==> src/rtl/afr_pkg.sv <==
package afr_pkg;

  // axi4-lite register byte addresses
  localparam logic [7:0] AFR_ADDR_IND_CTRL   = 8'h00;
  localparam logic [7:0] AFR_ADDR_IND_OFFSET = 8'h04;
  localparam logic [7:0] AFR_ADDR_IND_DATA   = 8'h08;
  localparam logic [7:0] AFR_ADDR_INT_STATUS = 8'h0C;
  localparam logic [7:0] AFR_ADDR_INT_MASK   = 8'h10;
  localparam logic [7:0] AFR_ADDR_MATCH_CFG  = 8'h14;
  localparam logic [7:0] AFR_ADDR_CNT_STATUS = 8'h18;

  // indirect control fields
  localparam int         AFR_TBL_MSB   = 7;
  localparam int         AFR_TBL_LSB   = 5;
  localparam int         AFR_PORT_MSB  = 3;
  localparam int         AFR_PORT_LSB  = 0;
  localparam logic [2:0] AFR_TBL_ACL   = 3'h2;
  localparam int         AFR_NUM_PORTS = 4;

  // offsets inside one acl entry
  localparam logic [7:0] AFR_OFS_ACTION_HIGH  = 8'h0A;
  localparam logic [7:0] AFR_OFS_REMARK_PMAP  = 8'h0B;
  localparam logic [7:0] AFR_OFS_CASCADE_HIGH = 8'h0C;

  // action high byte fields
  localparam int AFR_RPE_BIT   = 2;
  localparam int AFR_RPU_MSB   = 1;
  localparam int AFR_RPU_LSB   = 0;
  // remark / port map byte fields
  localparam int AFR_RPL_BIT   = 7;
  localparam int AFR_MM_MSB    = 6;
  localparam int AFR_MM_LSB    = 5;
  localparam int AFR_PMAP_MSB  = 4;
  localparam int AFR_PMAP_LSB  = 0;
  localparam int AFR_UNIT_BIT  = 4;
  localparam int AFR_UPDN_BIT  = 3;
  localparam logic [4:0] AFR_PMAP_VALID = 5'h17;

  // match config nibble per port: [1:0] match type, [3:2] enable code
  localparam logic [1:0] AFR_MD_COUNTER  = 2'h1;
  localparam logic [1:0] AFR_ENB_COUNTER = 2'h0;

  // reset values
  localparam logic [7:0] AFR_RST_BYTE     = 8'h00;
  localparam logic [7:0] AFR_RST_CASCADE  = 8'h00;
  localparam logic [15:0] AFR_RST_MATCH   = 16'h0000;

  // map combine modes
  localparam logic [1:0] AFR_MM_LOOKUP  = 2'h0;
  localparam logic [1:0] AFR_MM_OR      = 2'h1;
  localparam logic [1:0] AFR_MM_AND     = 2'h2;
  localparam logic [1:0] AFR_MM_REPLACE = 2'h3;

  // timing
  localparam int CLK_PERIOD_NS = 5;
  localparam int US_NS         = 1000;
  localparam int US_CYCLES     = (US_NS + CLK_PERIOD_NS - 1) / CLK_PERIOD_NS;
  localparam int MS_US         = 1000;

  localparam int CNT_W = 11;

  localparam logic [1:0] AFR_RESP_OKAY   = 2'h0;
  localparam logic [1:0] AFR_RESP_SLVERR = 2'h2;

endpackage

==> src/rtl/afr_action.sv <==
// Decided for this implementation: the AXI4-Lite interface to the registers.
`timescale 1ns/1ps
// Function
// - low four control bits pick which port's acl table is reached
// - offset register selects entry byte, data register reads and writes it
// - remark priority is upper two bits joined with low bit of next byte
// - map mode 00 forwards with the lookup map only, reset value
// - map mode 01 forwards to entry map or lookup map
// - map mode 10 forwards to entry map and lookup map
// - map mode 11 replaces lookup map with entry map
// - port map bits 0,1,2,4 are ports 1 to 4, bit 3 reserved
// - in counter mode port map bit 4 picks microseconds or milliseconds
// - bit 3 clear: load 11-bit count, count down, interrupt on expiry
// - bit 3 set: count matched packets up, interrupt at the action value
// - upper eight cascade mask bits at offset 0x0C, reset zero
// - upper remark code 11 gives priority six or seven, by the low bit
// - remark enable replaces packet vlan priority, clear leaves it
module afr_action
  import afr_pkg::*;
(
  // clock and reset
  input  wire logic        clk,
  input  wire logic        rstn,
  // axi4-lite write address
  input  wire logic [7:0]  s_axi_awaddr,
  input  wire logic        s_axi_awvalid,
  output logic             s_axi_awready,
  // axi4-lite write data
  input  wire logic [31:0] s_axi_wdata,
  input  wire logic [3:0]  s_axi_wstrb,
  input  wire logic        s_axi_wvalid,
  output logic             s_axi_wready,
  // axi4-lite write response
  output logic      [1:0]  s_axi_bresp,
  output logic             s_axi_bvalid,
  input  wire logic        s_axi_bready,
  // axi4-lite read address
  input  wire logic [7:0]  s_axi_araddr,
  input  wire logic        s_axi_arvalid,
  output logic             s_axi_arready,
  // axi4-lite read data
  output logic      [31:0] s_axi_rdata,
  output logic      [1:0]  s_axi_rresp,
  output logic             s_axi_rvalid,
  input  wire logic        s_axi_rready,
  // packet decision input
  input  wire logic        pkt_valid,
  input  wire logic [1:0]  pkt_port,
  input  wire logic        pkt_match,
  input  wire logic [4:0]  pkt_lookup_map,
  input  wire logic [2:0]  pkt_vlan_prio,
  // packet decision output
  output logic             fwd_valid,
  output logic      [4:0]  fwd_map,
  output logic      [2:0]  fwd_prio,
  output logic             fwd_remarked,
  // cascade mask of the packet's port
  output logic      [7:0]  cascade_entry_mask_high,
  // interrupt
  output logic             irq
);

  // counter mode is decoded for the packet path and each counter
  function automatic logic afr_is_counter(input logic [3:0] cfg);
    afr_is_counter = (cfg[1:0] == AFR_MD_COUNTER) && (cfg[3:2] == AFR_ENB_COUNTER);
  endfunction

  // per-port acl storage
  logic [7:0]  action_high [AFR_NUM_PORTS];
  logic [7:0]  acl_action_remark_low_and_port_map [AFR_NUM_PORTS];
  logic [7:0]  acl_rule_set_mask_high [AFR_NUM_PORTS];

  logic [7:0]  ind_ctrl;
  logic [7:0]  ind_offset;
  logic [15:0] match_cfg;
  logic [3:0]  int_status;
  logic [3:0]  int_mask;

  // write channel holding
  logic        aw_held;
  logic        w_held;
  logic [7:0]  aw_addr;
  logic [31:0] w_data;
  logic [3:0]  w_strb;

  // prescaler
  logic [7:0]  us_cnt;
  logic [9:0]  ms_cnt;
  logic        us_tick;
  logic        ms_tick;

  logic [CNT_W-1:0] cnt_value [AFR_NUM_PORTS];
  logic [3:0]       cnt_expire;
  logic [3:0]       cnt_load;

  // indirect decode
  wire  [2:0]  sel_table = ind_ctrl[AFR_TBL_MSB:AFR_TBL_LSB];
  wire  [3:0]  sel_port  = ind_ctrl[AFR_PORT_MSB:AFR_PORT_LSB];
  wire         sel_ok    = (sel_table == AFR_TBL_ACL) && (sel_port < 4'(AFR_NUM_PORTS));
  wire  [1:0]  sel_idx   = sel_port[1:0];
  wire         ofs_ahi   = sel_ok && (ind_offset == AFR_OFS_ACTION_HIGH);
  wire         ofs_rlpm  = sel_ok && (ind_offset == AFR_OFS_REMARK_PMAP);
  wire         ofs_casc  = sel_ok && (ind_offset == AFR_OFS_CASCADE_HIGH);

  // write decode
  wire         wr_go     = aw_held && w_held && !s_axi_bvalid;
  wire         wr_lane0  = w_strb[0];
  wire         wr_lane1  = w_strb[1];
  wire         wr_ctrl   = wr_go && (aw_addr == AFR_ADDR_IND_CTRL);
  wire         wr_ofs    = wr_go && (aw_addr == AFR_ADDR_IND_OFFSET);
  wire         wr_data   = wr_go && (aw_addr == AFR_ADDR_IND_DATA) && wr_lane0;
  wire         wr_stat   = wr_go && (aw_addr == AFR_ADDR_INT_STATUS);
  wire         wr_mask   = wr_go && (aw_addr == AFR_ADDR_INT_MASK);
  wire         wr_match  = wr_go && (aw_addr == AFR_ADDR_MATCH_CFG);
  wire         wr_known  = (aw_addr == AFR_ADDR_IND_CTRL) || (aw_addr == AFR_ADDR_IND_OFFSET) ||
                           (aw_addr == AFR_ADDR_IND_DATA) || (aw_addr == AFR_ADDR_INT_STATUS) ||
                           (aw_addr == AFR_ADDR_INT_MASK) || (aw_addr == AFR_ADDR_MATCH_CFG) ||
                           (aw_addr == AFR_ADDR_CNT_STATUS);

  // indirect read byte; unselected tables and offsets read zero
  wire  [7:0]  ind_rd_byte = ofs_ahi  ? action_high[sel_idx] :
                             ofs_rlpm ? acl_action_remark_low_and_port_map[sel_idx] :
                             ofs_casc ? acl_rule_set_mask_high[sel_idx] : 8'h00;

  wire  [31:0] rd_word   = (s_axi_araddr == AFR_ADDR_IND_CTRL)   ? {24'h000000, ind_ctrl} :
                           (s_axi_araddr == AFR_ADDR_IND_OFFSET) ? {24'h000000, ind_offset} :
                           (s_axi_araddr == AFR_ADDR_IND_DATA)   ? {24'h000000, ind_rd_byte} :
                           (s_axi_araddr == AFR_ADDR_INT_STATUS) ? {28'h0000000, int_status} :
                           (s_axi_araddr == AFR_ADDR_INT_MASK)   ? {28'h0000000, int_mask} :
                           (s_axi_araddr == AFR_ADDR_MATCH_CFG)  ? {16'h0000, match_cfg} :
                           (s_axi_araddr == AFR_ADDR_CNT_STATUS && sel_ok) ?
                             {21'h000000, cnt_value[sel_idx]} : 32'h00000000;
  wire         rd_known  = (s_axi_araddr == AFR_ADDR_IND_CTRL) || (s_axi_araddr == AFR_ADDR_IND_OFFSET) ||
                           (s_axi_araddr == AFR_ADDR_IND_DATA) || (s_axi_araddr == AFR_ADDR_INT_STATUS) ||
                           (s_axi_araddr == AFR_ADDR_INT_MASK) || (s_axi_araddr == AFR_ADDR_MATCH_CFG) ||
                           (s_axi_araddr == AFR_ADDR_CNT_STATUS);

  // handshakes: one write and one read in flight
  assign s_axi_awready = !aw_held && !s_axi_bvalid;
  assign s_axi_wready  = !w_held && !s_axi_bvalid;
  assign s_axi_arready = !s_axi_rvalid;

  always_ff @(posedge clk)
  begin
    if (!rstn)
    begin
      aw_held <= 1'b0;
      w_held  <= 1'b0;
      aw_addr <= 8'h00;
      w_data  <= 32'h00000000;
      w_strb  <= 4'h0;
    end
    else
    begin
      if (s_axi_awvalid && s_axi_awready)
      begin
        aw_held <= 1'b1;
        aw_addr <= {s_axi_awaddr[7:2], 2'b00};
      end
      else if (wr_go)
        aw_held <= 1'b0;
      if (s_axi_wvalid && s_axi_wready)
      begin
        w_held <= 1'b1;
        w_data <= s_axi_wdata;
        w_strb <= s_axi_wstrb;
      end
      else if (wr_go)
        w_held <= 1'b0;
    end
  end

  always_ff @(posedge clk)
  begin
    if (!rstn)
    begin
      s_axi_bvalid <= 1'b0;
      s_axi_bresp  <= AFR_RESP_OKAY;
    end
    else if (wr_go)
    begin
      s_axi_bvalid <= 1'b1;
      s_axi_bresp  <= wr_known ? AFR_RESP_OKAY : AFR_RESP_SLVERR;
    end
    else if (s_axi_bready)
      s_axi_bvalid <= 1'b0;
  end

  // read data registered when the address is taken
  always_ff @(posedge clk)
  begin
    if (!rstn)
    begin
      s_axi_rvalid <= 1'b0;
      s_axi_rdata  <= 32'h00000000;
      s_axi_rresp  <= AFR_RESP_OKAY;
    end
    else if (s_axi_arvalid && s_axi_arready)
    begin
      s_axi_rvalid <= 1'b1;
      s_axi_rdata  <= rd_word;
      s_axi_rresp  <= rd_known ? AFR_RESP_OKAY : AFR_RESP_SLVERR;
    end
    else if (s_axi_rready)
      s_axi_rvalid <= 1'b0;
  end

  // direct control registers
  always_ff @(posedge clk)
  begin
    if (!rstn)
    begin
      ind_ctrl   <= AFR_RST_BYTE;
      ind_offset <= AFR_RST_BYTE;
      int_mask   <= 4'h0;
      match_cfg  <= AFR_RST_MATCH;
    end
    else
    begin
      if (wr_ctrl && wr_lane0)
        ind_ctrl <= w_data[7:0];
      if (wr_ofs && wr_lane0)
        ind_offset <= w_data[7:0];
      if (wr_mask && wr_lane0)
        int_mask <= w_data[3:0];
      if (wr_match && wr_lane0)
        match_cfg[7:0] <= w_data[7:0];
      if (wr_match && wr_lane1)
        match_cfg[15:8] <= w_data[15:8];
    end
  end

  // per-port entry bytes and counters
  genvar p;
  generate
    for (p = 0; p < AFR_NUM_PORTS; p++)
    begin : g_port
      wire       hit_here  = wr_data && (sel_idx == 2'(p));
      wire [3:0] cfg       = match_cfg[4*p +: 4];
      wire [7:0] rlpm      = acl_action_remark_low_and_port_map[p];

      always_ff @(posedge clk)
      begin
        if (!rstn)
        begin
          action_high[p]                        <= AFR_RST_BYTE;
          acl_action_remark_low_and_port_map[p] <= AFR_RST_BYTE;
          acl_rule_set_mask_high[p]             <= AFR_RST_CASCADE;
        end
        else
        begin
          if (hit_here && ofs_ahi)
            action_high[p] <= w_data[7:0];
          if (hit_here && ofs_rlpm)
            acl_action_remark_low_and_port_map[p] <= w_data[7:0];
          if (hit_here && ofs_casc)
            acl_rule_set_mask_high[p] <= w_data[7:0];
        end
      end

      // a change of action bits or match config re-arms the counter
      assign cnt_load[p] = (hit_here && (ofs_ahi || ofs_rlpm)) || wr_match;

      afr_counter u_counter (
        .clk      (clk),
        .rstn     (rstn),
        .active   (afr_is_counter(cfg)),
        .count_up (rlpm[AFR_UPDN_BIT]),
        .unit_ms  (rlpm[AFR_UNIT_BIT]),
        .load     (cnt_load[p]),
        .target   ({action_high[p], rlpm[7:5]}),
        .us_tick  (us_tick),
        .ms_tick  (ms_tick),
        .hit      (pkt_valid && pkt_match && (pkt_port == 2'(p))),
        .count    (cnt_value[p]),
        .expire   (cnt_expire[p])
      );
    end
  endgenerate

  // time base; one prescaler serves all four counters
  always_ff @(posedge clk)
  begin
    if (!rstn)
    begin
      us_cnt  <= 8'h00;
      ms_cnt  <= 10'h000;
      us_tick <= 1'b0;
      ms_tick <= 1'b0;
    end
    else
    begin
      us_tick <= (us_cnt == 8'(US_CYCLES - 1));
      ms_tick <= (us_cnt == 8'(US_CYCLES - 1)) && (ms_cnt == 10'(MS_US - 1));
      if (us_cnt == 8'(US_CYCLES - 1))
      begin
        us_cnt <= 8'h00;
        ms_cnt <= (ms_cnt == 10'(MS_US - 1)) ? 10'h000 : ms_cnt + 10'h001;
      end
      else
        us_cnt <= us_cnt + 8'h01;
    end
  end

  // sticky status, set wins over the write-one clear
  wire [3:0] stat_clr = (wr_stat && wr_lane0) ? w_data[3:0] : 4'h0;

  always_ff @(posedge clk)
  begin
    if (!rstn)
      int_status <= 4'h0;
    else
      int_status <= (int_status & ~stat_clr) | cnt_expire;
  end

  assign irq = |(int_status & int_mask);

  // packet path: one cycle from pkt_valid to fwd_valid
  wire [7:0] p_ahi     = action_high[pkt_port];
  wire [7:0] p_rlpm    = acl_action_remark_low_and_port_map[pkt_port];
  wire       p_counter = afr_is_counter(match_cfg[4*pkt_port +: 4]);
  wire [4:0] p_entry   = p_rlpm[AFR_PMAP_MSB:AFR_PMAP_LSB] & AFR_PMAP_VALID;
  wire [1:0] p_mode    = p_rlpm[AFR_MM_MSB:AFR_MM_LSB];
  // upper code 00..11 forms priority bits 2:1, ahead of the low bit as bit 0
  wire [2:0] p_rprio   = {p_ahi[AFR_RPU_MSB:AFR_RPU_LSB], p_rlpm[AFR_RPL_BIT]};
  wire       p_apply   = pkt_match && !p_counter;
  wire       p_remark  = p_apply && p_ahi[AFR_RPE_BIT];

  wire [4:0] combined  = (p_mode == AFR_MM_OR)      ? (p_entry | pkt_lookup_map) :
                         (p_mode == AFR_MM_AND)     ? (p_entry & pkt_lookup_map) :
                         (p_mode == AFR_MM_REPLACE) ? p_entry : pkt_lookup_map;
  wire [4:0] next_map  = p_apply ? combined : pkt_lookup_map;
  wire [2:0] next_prio = p_remark ? p_rprio : pkt_vlan_prio;

  always_ff @(posedge clk)
  begin
    if (!rstn)
    begin
      fwd_valid               <= 1'b0;
      fwd_map                 <= 5'h00;
      fwd_prio                <= 3'h0;
      fwd_remarked            <= 1'b0;
      cascade_entry_mask_high <= AFR_RST_CASCADE;
    end
    else
    begin
      fwd_valid               <= pkt_valid;
      fwd_map                 <= next_map;
      fwd_prio                <= next_prio;
      fwd_remarked            <= pkt_valid && p_remark;
      cascade_entry_mask_high <= acl_rule_set_mask_high[pkt_port];
    end
  end

endmodule

==> src/rtl/afr_counter.sv <==
`timescale 1ns/1ps
module afr_counter
  import afr_pkg::*;
(
  // clock and reset
  input  wire logic             clk,
  input  wire logic             rstn,
  // control
  input  wire logic             active,
  input  wire logic             count_up,
  input  wire logic             unit_ms,
  input  wire logic             load,
  input  wire logic [CNT_W-1:0] target,
  // events
  input  wire logic             us_tick,
  input  wire logic             ms_tick,
  input  wire logic             hit,
  // state
  output logic      [CNT_W-1:0] count,
  output logic                  expire
);

  logic             done;
  logic [CNT_W-1:0] next_count;
  logic             next_done;
  logic             next_expire;
  wire              tick = unit_ms ? ms_tick : us_tick;

  always_comb
  begin
    next_count  = count;
    next_done   = done;
    next_expire = 1'b0;
    if (load)
    begin
      // rewrite of the action bits re-arms the counter
      next_count = count_up ? '0 : target;
      next_done  = 1'b0;
    end
    else if (active && !done)
    begin
      if (count_up)
      begin
        if (count == target)
        begin
          next_expire = 1'b1;
          next_done   = 1'b1;
        end
        else if (hit)
          next_count = count + 1'b1;
      end
      else if (tick)
      begin
        if (count == '0)
        begin
          next_expire = 1'b1;
          next_done   = 1'b1;
        end
        else
          next_count = count - 1'b1;
      end
    end
  end

  always_ff @(posedge clk)
  begin
    if (!rstn)
    begin
      count  <= '0;
      done   <= 1'b0;
      expire <= 1'b0;
    end
    else
    begin
      count  <= next_count;
      done   <= next_done;
      expire <= next_expire;
    end
  end

endmodule

==> config.mk <==
export PLATFORM = sky130hd
export DESIGN_NAME = afr_action
export DESIGN_NICKNAME = d
export VERILOG_FILES = /design/src/rtl/afr_pkg.sv /design/src/rtl/afr_action.sv /design/src/rtl/afr_counter.sv
export SDC_FILE = /design/constraint.sdc
export NUM_CORES = 1
export LEC_CHECK = 0
export ABC_AREA = 1
export BUFFER_PORTS_ARGS = -buffer_cell sky130_fd_sc_hd__buf_2
export CAP_MARGIN = 40
export CORE_MARGIN = 1.5
export CORE_UTILIZATION = 50
export CTS_CLUSTER_SIZE = 16
export DETAILED_ROUTE_END_ITERATION = 7
export GPL_TIMING_DRIVEN = 0
export PLACE_DENSITY = 0.76
export SYNTH_ARGS = -nofsm -noshare
export SYNTH_HDL_FRONTEND = slang
export SYNTH_SLANG_ARGS = --single-unit
==> constraint.sdc <==
create_clock -name clk -period 5.9 [get_ports clk]
set_clock_uncertainty 0.05 [all_clocks]
set_input_delay 0.59 -clock clk [delete_from_list [all_inputs] [get_ports clk]]
set_output_delay 0.59 -clock clk [all_outputs]
set_load 0.005 [all_outputs]
# Word-level counts from Yosys, hierarchy flattened
# Memory sizes are Yosys's and may differ from the RTL's. A register that Yosys moved wholly into a read port is not among the register bits.
# Index checks and enable logic that the tools add are counted.
[op_classes]
n_eq_ne = 52
n_reduce_logical = 141
mux = 152
bitwise_logic = 24
magnitude_cmp = 2
shift = 1
add_sub_neg = 10
[ops]
columns = ["cell", "count"]
rows = [
  ["$mux W11", 35],
  ["$mux W8", 15],
  ["$mux W16", 6],
  ["$mux W1", 80],
  ["$logic_and A1 B1 Y1", 63],
  ["$add A11 B1 Y11 const B", 4],
  ["$eq A11 B11 Y1", 4],
  ["$logic_not A11 Y1", 4],
  ["$sub A11 B1 Y11 const B", 4],
  ["$eq A8 B4 Y1 const B", 5],
  ["$reduce_bool A2 Y1", 16],
  ["$eq A8 B5 Y1 const B", 3],
  ["$ne A3 B2 Y1 const B", 8],
  ["$bmux W11 S2", 1],
  ["$mux W5", 4],
  ["$reduce_and A5 Y1", 4],
  ["$eq A6 B3 Y1 const B", 3],
  ["$logic_or A1 B1 Y1", 17],
  ["$eq A2 B1 Y1 const B", 8],
  ["$logic_not A8 Y1", 2],
  ["$mux W2", 8],
  ["$reduce_and A4 Y1", 4],
  ["$shiftx A16 B5 Y4", 1],
  ["$logic_not A2 Y1", 7],
  ["other kinds (29)", 76],
]
[word_totals]
mem_bits_rw = 96
reg_bits = 186
mem_count = 3
[memory_table]
columns = ["memory", "depth", "width", "read_ports", "rd_clocked_by_memory_dff", "wr", "line", "text"]
rows = [
  ["acl_action_remark_low_and_port_map", 4, 8, 6, 1, 4, "afr_action.sv:70", "logic [7:0] acl_action_remark_low_and_port_map [AFR_NUM_PORTS];"],
  ["acl_rule_set_mask_high", 4, 8, 2, 2, 4, "afr_action.sv:71", "logic [7:0] acl_rule_set_mask_high [AFR_NUM_PORTS];"],
  ["action_high", 4, 8, 6, 1, 4, "afr_action.sv:69", "logic [7:0] action_high [AFR_NUM_PORTS];"],
]

# Logic depth before layout (Yosys ltp)
[logic_depth]
depth_word = 11
depth_mapped = 15
ltp_nobuf = 13

# Hierarchy
# A second synthesis with hierarchy kept.
[hier_totals]
cells_unflattened = 2480
area_unflattened_um2 = 16703.5
[modules_own_cells]
columns = ["mod", "cells_each", "n_inst", "seq_area_each_um2", "area_per_inst_um2"]
rows = [
  ["afr_action", 1372, 1, 5405.2, 10732.8],
  ["afr_counter", 277, 4, 260.2, 1492.7],
]

# Worst setup path after synthesis
# Ideal clock, no wire load.
[synth_path]
kind = "reg-to-reg"
from = "memory acl_action_remark_low_and_port_map[1][3]"
to = "register g_port[1].u_counter.count[10]"
path_buffers = 1
setup_slack_ns = 3.455
t_required_ns = 5.786
setup_time_ns = 0.064
stages_incl_launch_ff = 12
arrival_ns = 2.331
path_cell_list = "edfxtp_1 > inv_1 > clkbuf_1 > ha_1 > inv_1 > o21ai_0 > a21boi_0 > nand3_1 > or2_2 > a21oi_1 > nor2_1 > nor2_1"
[synth_rtl]
columns = ["element", "line", "text"]
rows = [
  ["start: declaration", "afr_action.sv:70", ""],
  ["end signal: assignment", "afr_counter.sv:75", "count <= next_count;"],
  ["end: declaration", "afr_counter.sv:19", "output logic [CNT_W-1:0] count,"],
]

==> impl_metrics.yaml <==
run_status:
  status: "finished clean"
grt:
  grt_pass1_vias: 15800
  grt_max_degree: 20
  antenna_found_initial: 1
  grt_overflow: 0
  grt_pass1_wl_mm: 93.2
  grtUsageTotal: 0.370
synth:
  synth_enable_flop_cells: 96
  syn-mean-instance-area_um2: 7.03
  ys_seq_area_frac: 0.394
  syn_inst: 2330
  ys_ff_latch: 274
  synthTopCellsByCount: "495 x nand2_1, 382 x nor2_1, 243 x inv_1, 199 x nand3_1, 178 x dfxtp_1"
  yosys.area.top_type: "dfxtp_1"
  synth.most_common_cell: "nand2_1"
  synth-main-ff-cell: "dfxtp_1"
  yosysTopAreaCellShare: 0.218
  synth.area.top_cells: "dfxtp_1 22%, edfxtp_1 18%, nand2_1 11%"
  netlist_area_um2: 16400
  synth.distinct_cells: 58
  yosysWarnings: 0
  ys_async_sr_fraction: 0
placed_design:
  gp_routability_congestion: 1.07
  port_buffers: 90
  place_area_um2: 17600
  dp_slack_ns: 2.58
  place_hpwl_mm: 48.9
route:
  routed_wl_mm: 62.5
  vias: 17100
  dr.pass1.iters: 6
  first_iter_violations: 1778
  wl_per_cell_um: 21.2
  drc: 0
  antenna_left: 0
  viasPerCell: 5.80
finish:
  nets: 2599
  antenna_cells: 0
  area_growth_pct: 13.6
  stdcell_area_um2: 18600
  n_fill_cell: 3171
  drive_gt1_frac: 0.106
  finalCoreUtilization: 0.575
setup_path:
  cpPeakStageDelay_ns: 0.68
  path_max_fanout: 19
  worst-setup-path-type: "reg -> reg"
  cp.arrival_ns: 3.36
  cp.required_ns: 6.27
  end_kind: "flop"
  setup.worst_path.start_class: "flop"
  crit_chain: "inv_1 > clkbuf_1 > ha_1 > inv_1 > o21ai_0 > o21ai_0 > nand3_1 > nand2_1 > a21oi_1 > nor2_1 > nor2_1"
  worst_path_max_delay_cell: "clkbuf_1"
clocking:
  insertion_delay_ns: 0.53
  clockRootBuffer: "clkbuf_16"
  cts_sinks: 274
  path_clk_slew_ns: 0.06
  cts_tree: "done"
  cts_buffer_depth: 3
  cts_setup_buffers: 0
  ctsResizeCount: 0
  cts_buffers: 34
  ctsHoldBuffers: 0
  htree_levels: 2
sta:
  min_period_ns: 2.99
  max_slew_margin: 0.347
  setup_violations: 0
  tightest_slew_ns: 0.980
  hold_viol: 0
  drv_slew: 0
  final.setup.tns_ns: 0
  setup_ws_ns: 2.91
  max_freq_mhz: 334
  hold_slack_ns: 0.236
  period_share: 0.507
  rsz0062_at_grt: "false"
floorplanning:
  io_pins: 131
  core.rowCount: 66
  core_area_um2: 32400
  die_w_um: 184
  die_h_um: 184
  initial_core_util: 0.506
  die_area_um2: 33900
pwr:
  vdd_drop_max_v: 0.000246
  leakage_nw: 8.25
  power_density_nw_per_um2: 239
flow_run:
  max-cap-violations: 0
hold_path:
  hold_class: "in -> reg"
-- kinds of logic (layout without fill, tap and decap cells) --
group                      Yosys count  after routing  synth area share
AOI/OAI and AO/OA                  403            403             0.138
DFF                                274            274             0.394
xor gates and xnor gates            44             44            0.0235
buffers and inverters              358            521            0.0911
other                                1             18          0.000229
and+or+nand+nor                   1208           1208             0.319
adders and majority gates           42             42            0.0339
-- cell usage in the layout (no fill, tap or decap), types with 49 or more instances in the layout --
cell type	netlist	routed
inv_1	243	243
nor2_1	382	382
nand2_1	495	495
edfxtp_1	96	96
nand3_1	199	199
o21ai_0	152	152
dfxtp_1	178	178
buf_2	12	108
a21oi_1	156	156
clkbuf_1	44	49
-- path summary, 6_finish.rpt --
kind,cells after the start,end,slack (ns),start
hold reg to reg,2,int_status[1]$_SDFF_PN0_,0.39,g_port[1].u_counter.expire$_SDFF_PP0_
setup reg to reg,11,g_port[2].u_counter.count[10]$_SDFFE_PN0P_,2.91,acl_action_remark_low_and_port_map[2][3]$_SDFFCE_PN0P_
hold / removal,3,fwd_map[3]$_SDFF_PN0_,0.24,pkt_lookup_map[3]
setup / recovery,11,g_port[2].u_counter.count[10]$_SDFFE_PN0P_,2.91,acl_action_remark_low_and_port_map[2][3]$_SDFFCE_PN0P_
-- per-stage QoR --
| stage | instances | power, mW |
|---|---|---|
| 4_1_cts | 2952 | 4.43 |
| 2_1_floorplan | 2347 | 2.29 |
| 6_report | 2952 | 4.44 |
| 3_5_place_dp | 2892 | 2.47 |
| 5_1_grt | 2952 | 4.55 |
| 3_3_place_gp | 2879 | 2.45 |
-- state kept, by name (all words and copies together), names as in the netlist, 10 cells and up, named ones only --
name	cells
g_port.u_counter.count	44
acl_action_remark_low_and_port_map	32
acl_rule_set_mask_high	32
action_high	32
match_cfg	16
s_axi_rdata	16
w_data	16
ms_cnt	10
-- layout make-up --
cell class | instances | area [um2] | share of cell area
tap | 442 | 553 | 0.0297
clock buffer | 45 | 963 | 0.0518
sequential | 274 | 6450 | 0.346
clock inverter | 15 | 85.1 | 0.00457
timing repair buffer | 103 | 563 | 0.0303
inverter | 262 | 986 | 0.0530
buffer | 96 | 507 | 0.0272
multi-input combinational | 1715 | 8510 | 0.457
-- worst max-delay path: cells and delay by family (launching register included) --
kind	cells	cell delay, ns
AO/OA/AOI/OAI	3	0.53
adder cells (fa/ha/maj)	1	0.40
buffers and inverters	3	1.01
flip-flops	1	0.52
AND/OR/NAND/NOR	4	0.36
-- routing by layer --
metal | up-vias | GRT usage | routed length [um]
met5 | - | 0 | 0
met4 | 0 | 0.151 | 2620
met3 | 164 | 0.0725 | 5960
met2 | 917 | 0.604 | 28400
met1 | 8041 | 0.480 | 25500
li1 | 7991 | - | -
-- power by group --
group,internal [mW],switching [mW],total [mW]
sequential,2.00,0.0389,2.04
clock,1.15,0.849,2.00
combinational,0.114,0.284,0.398
total,3.27,1.17,4.44
No activity file was read; power rests on OpenSTA's default activity.
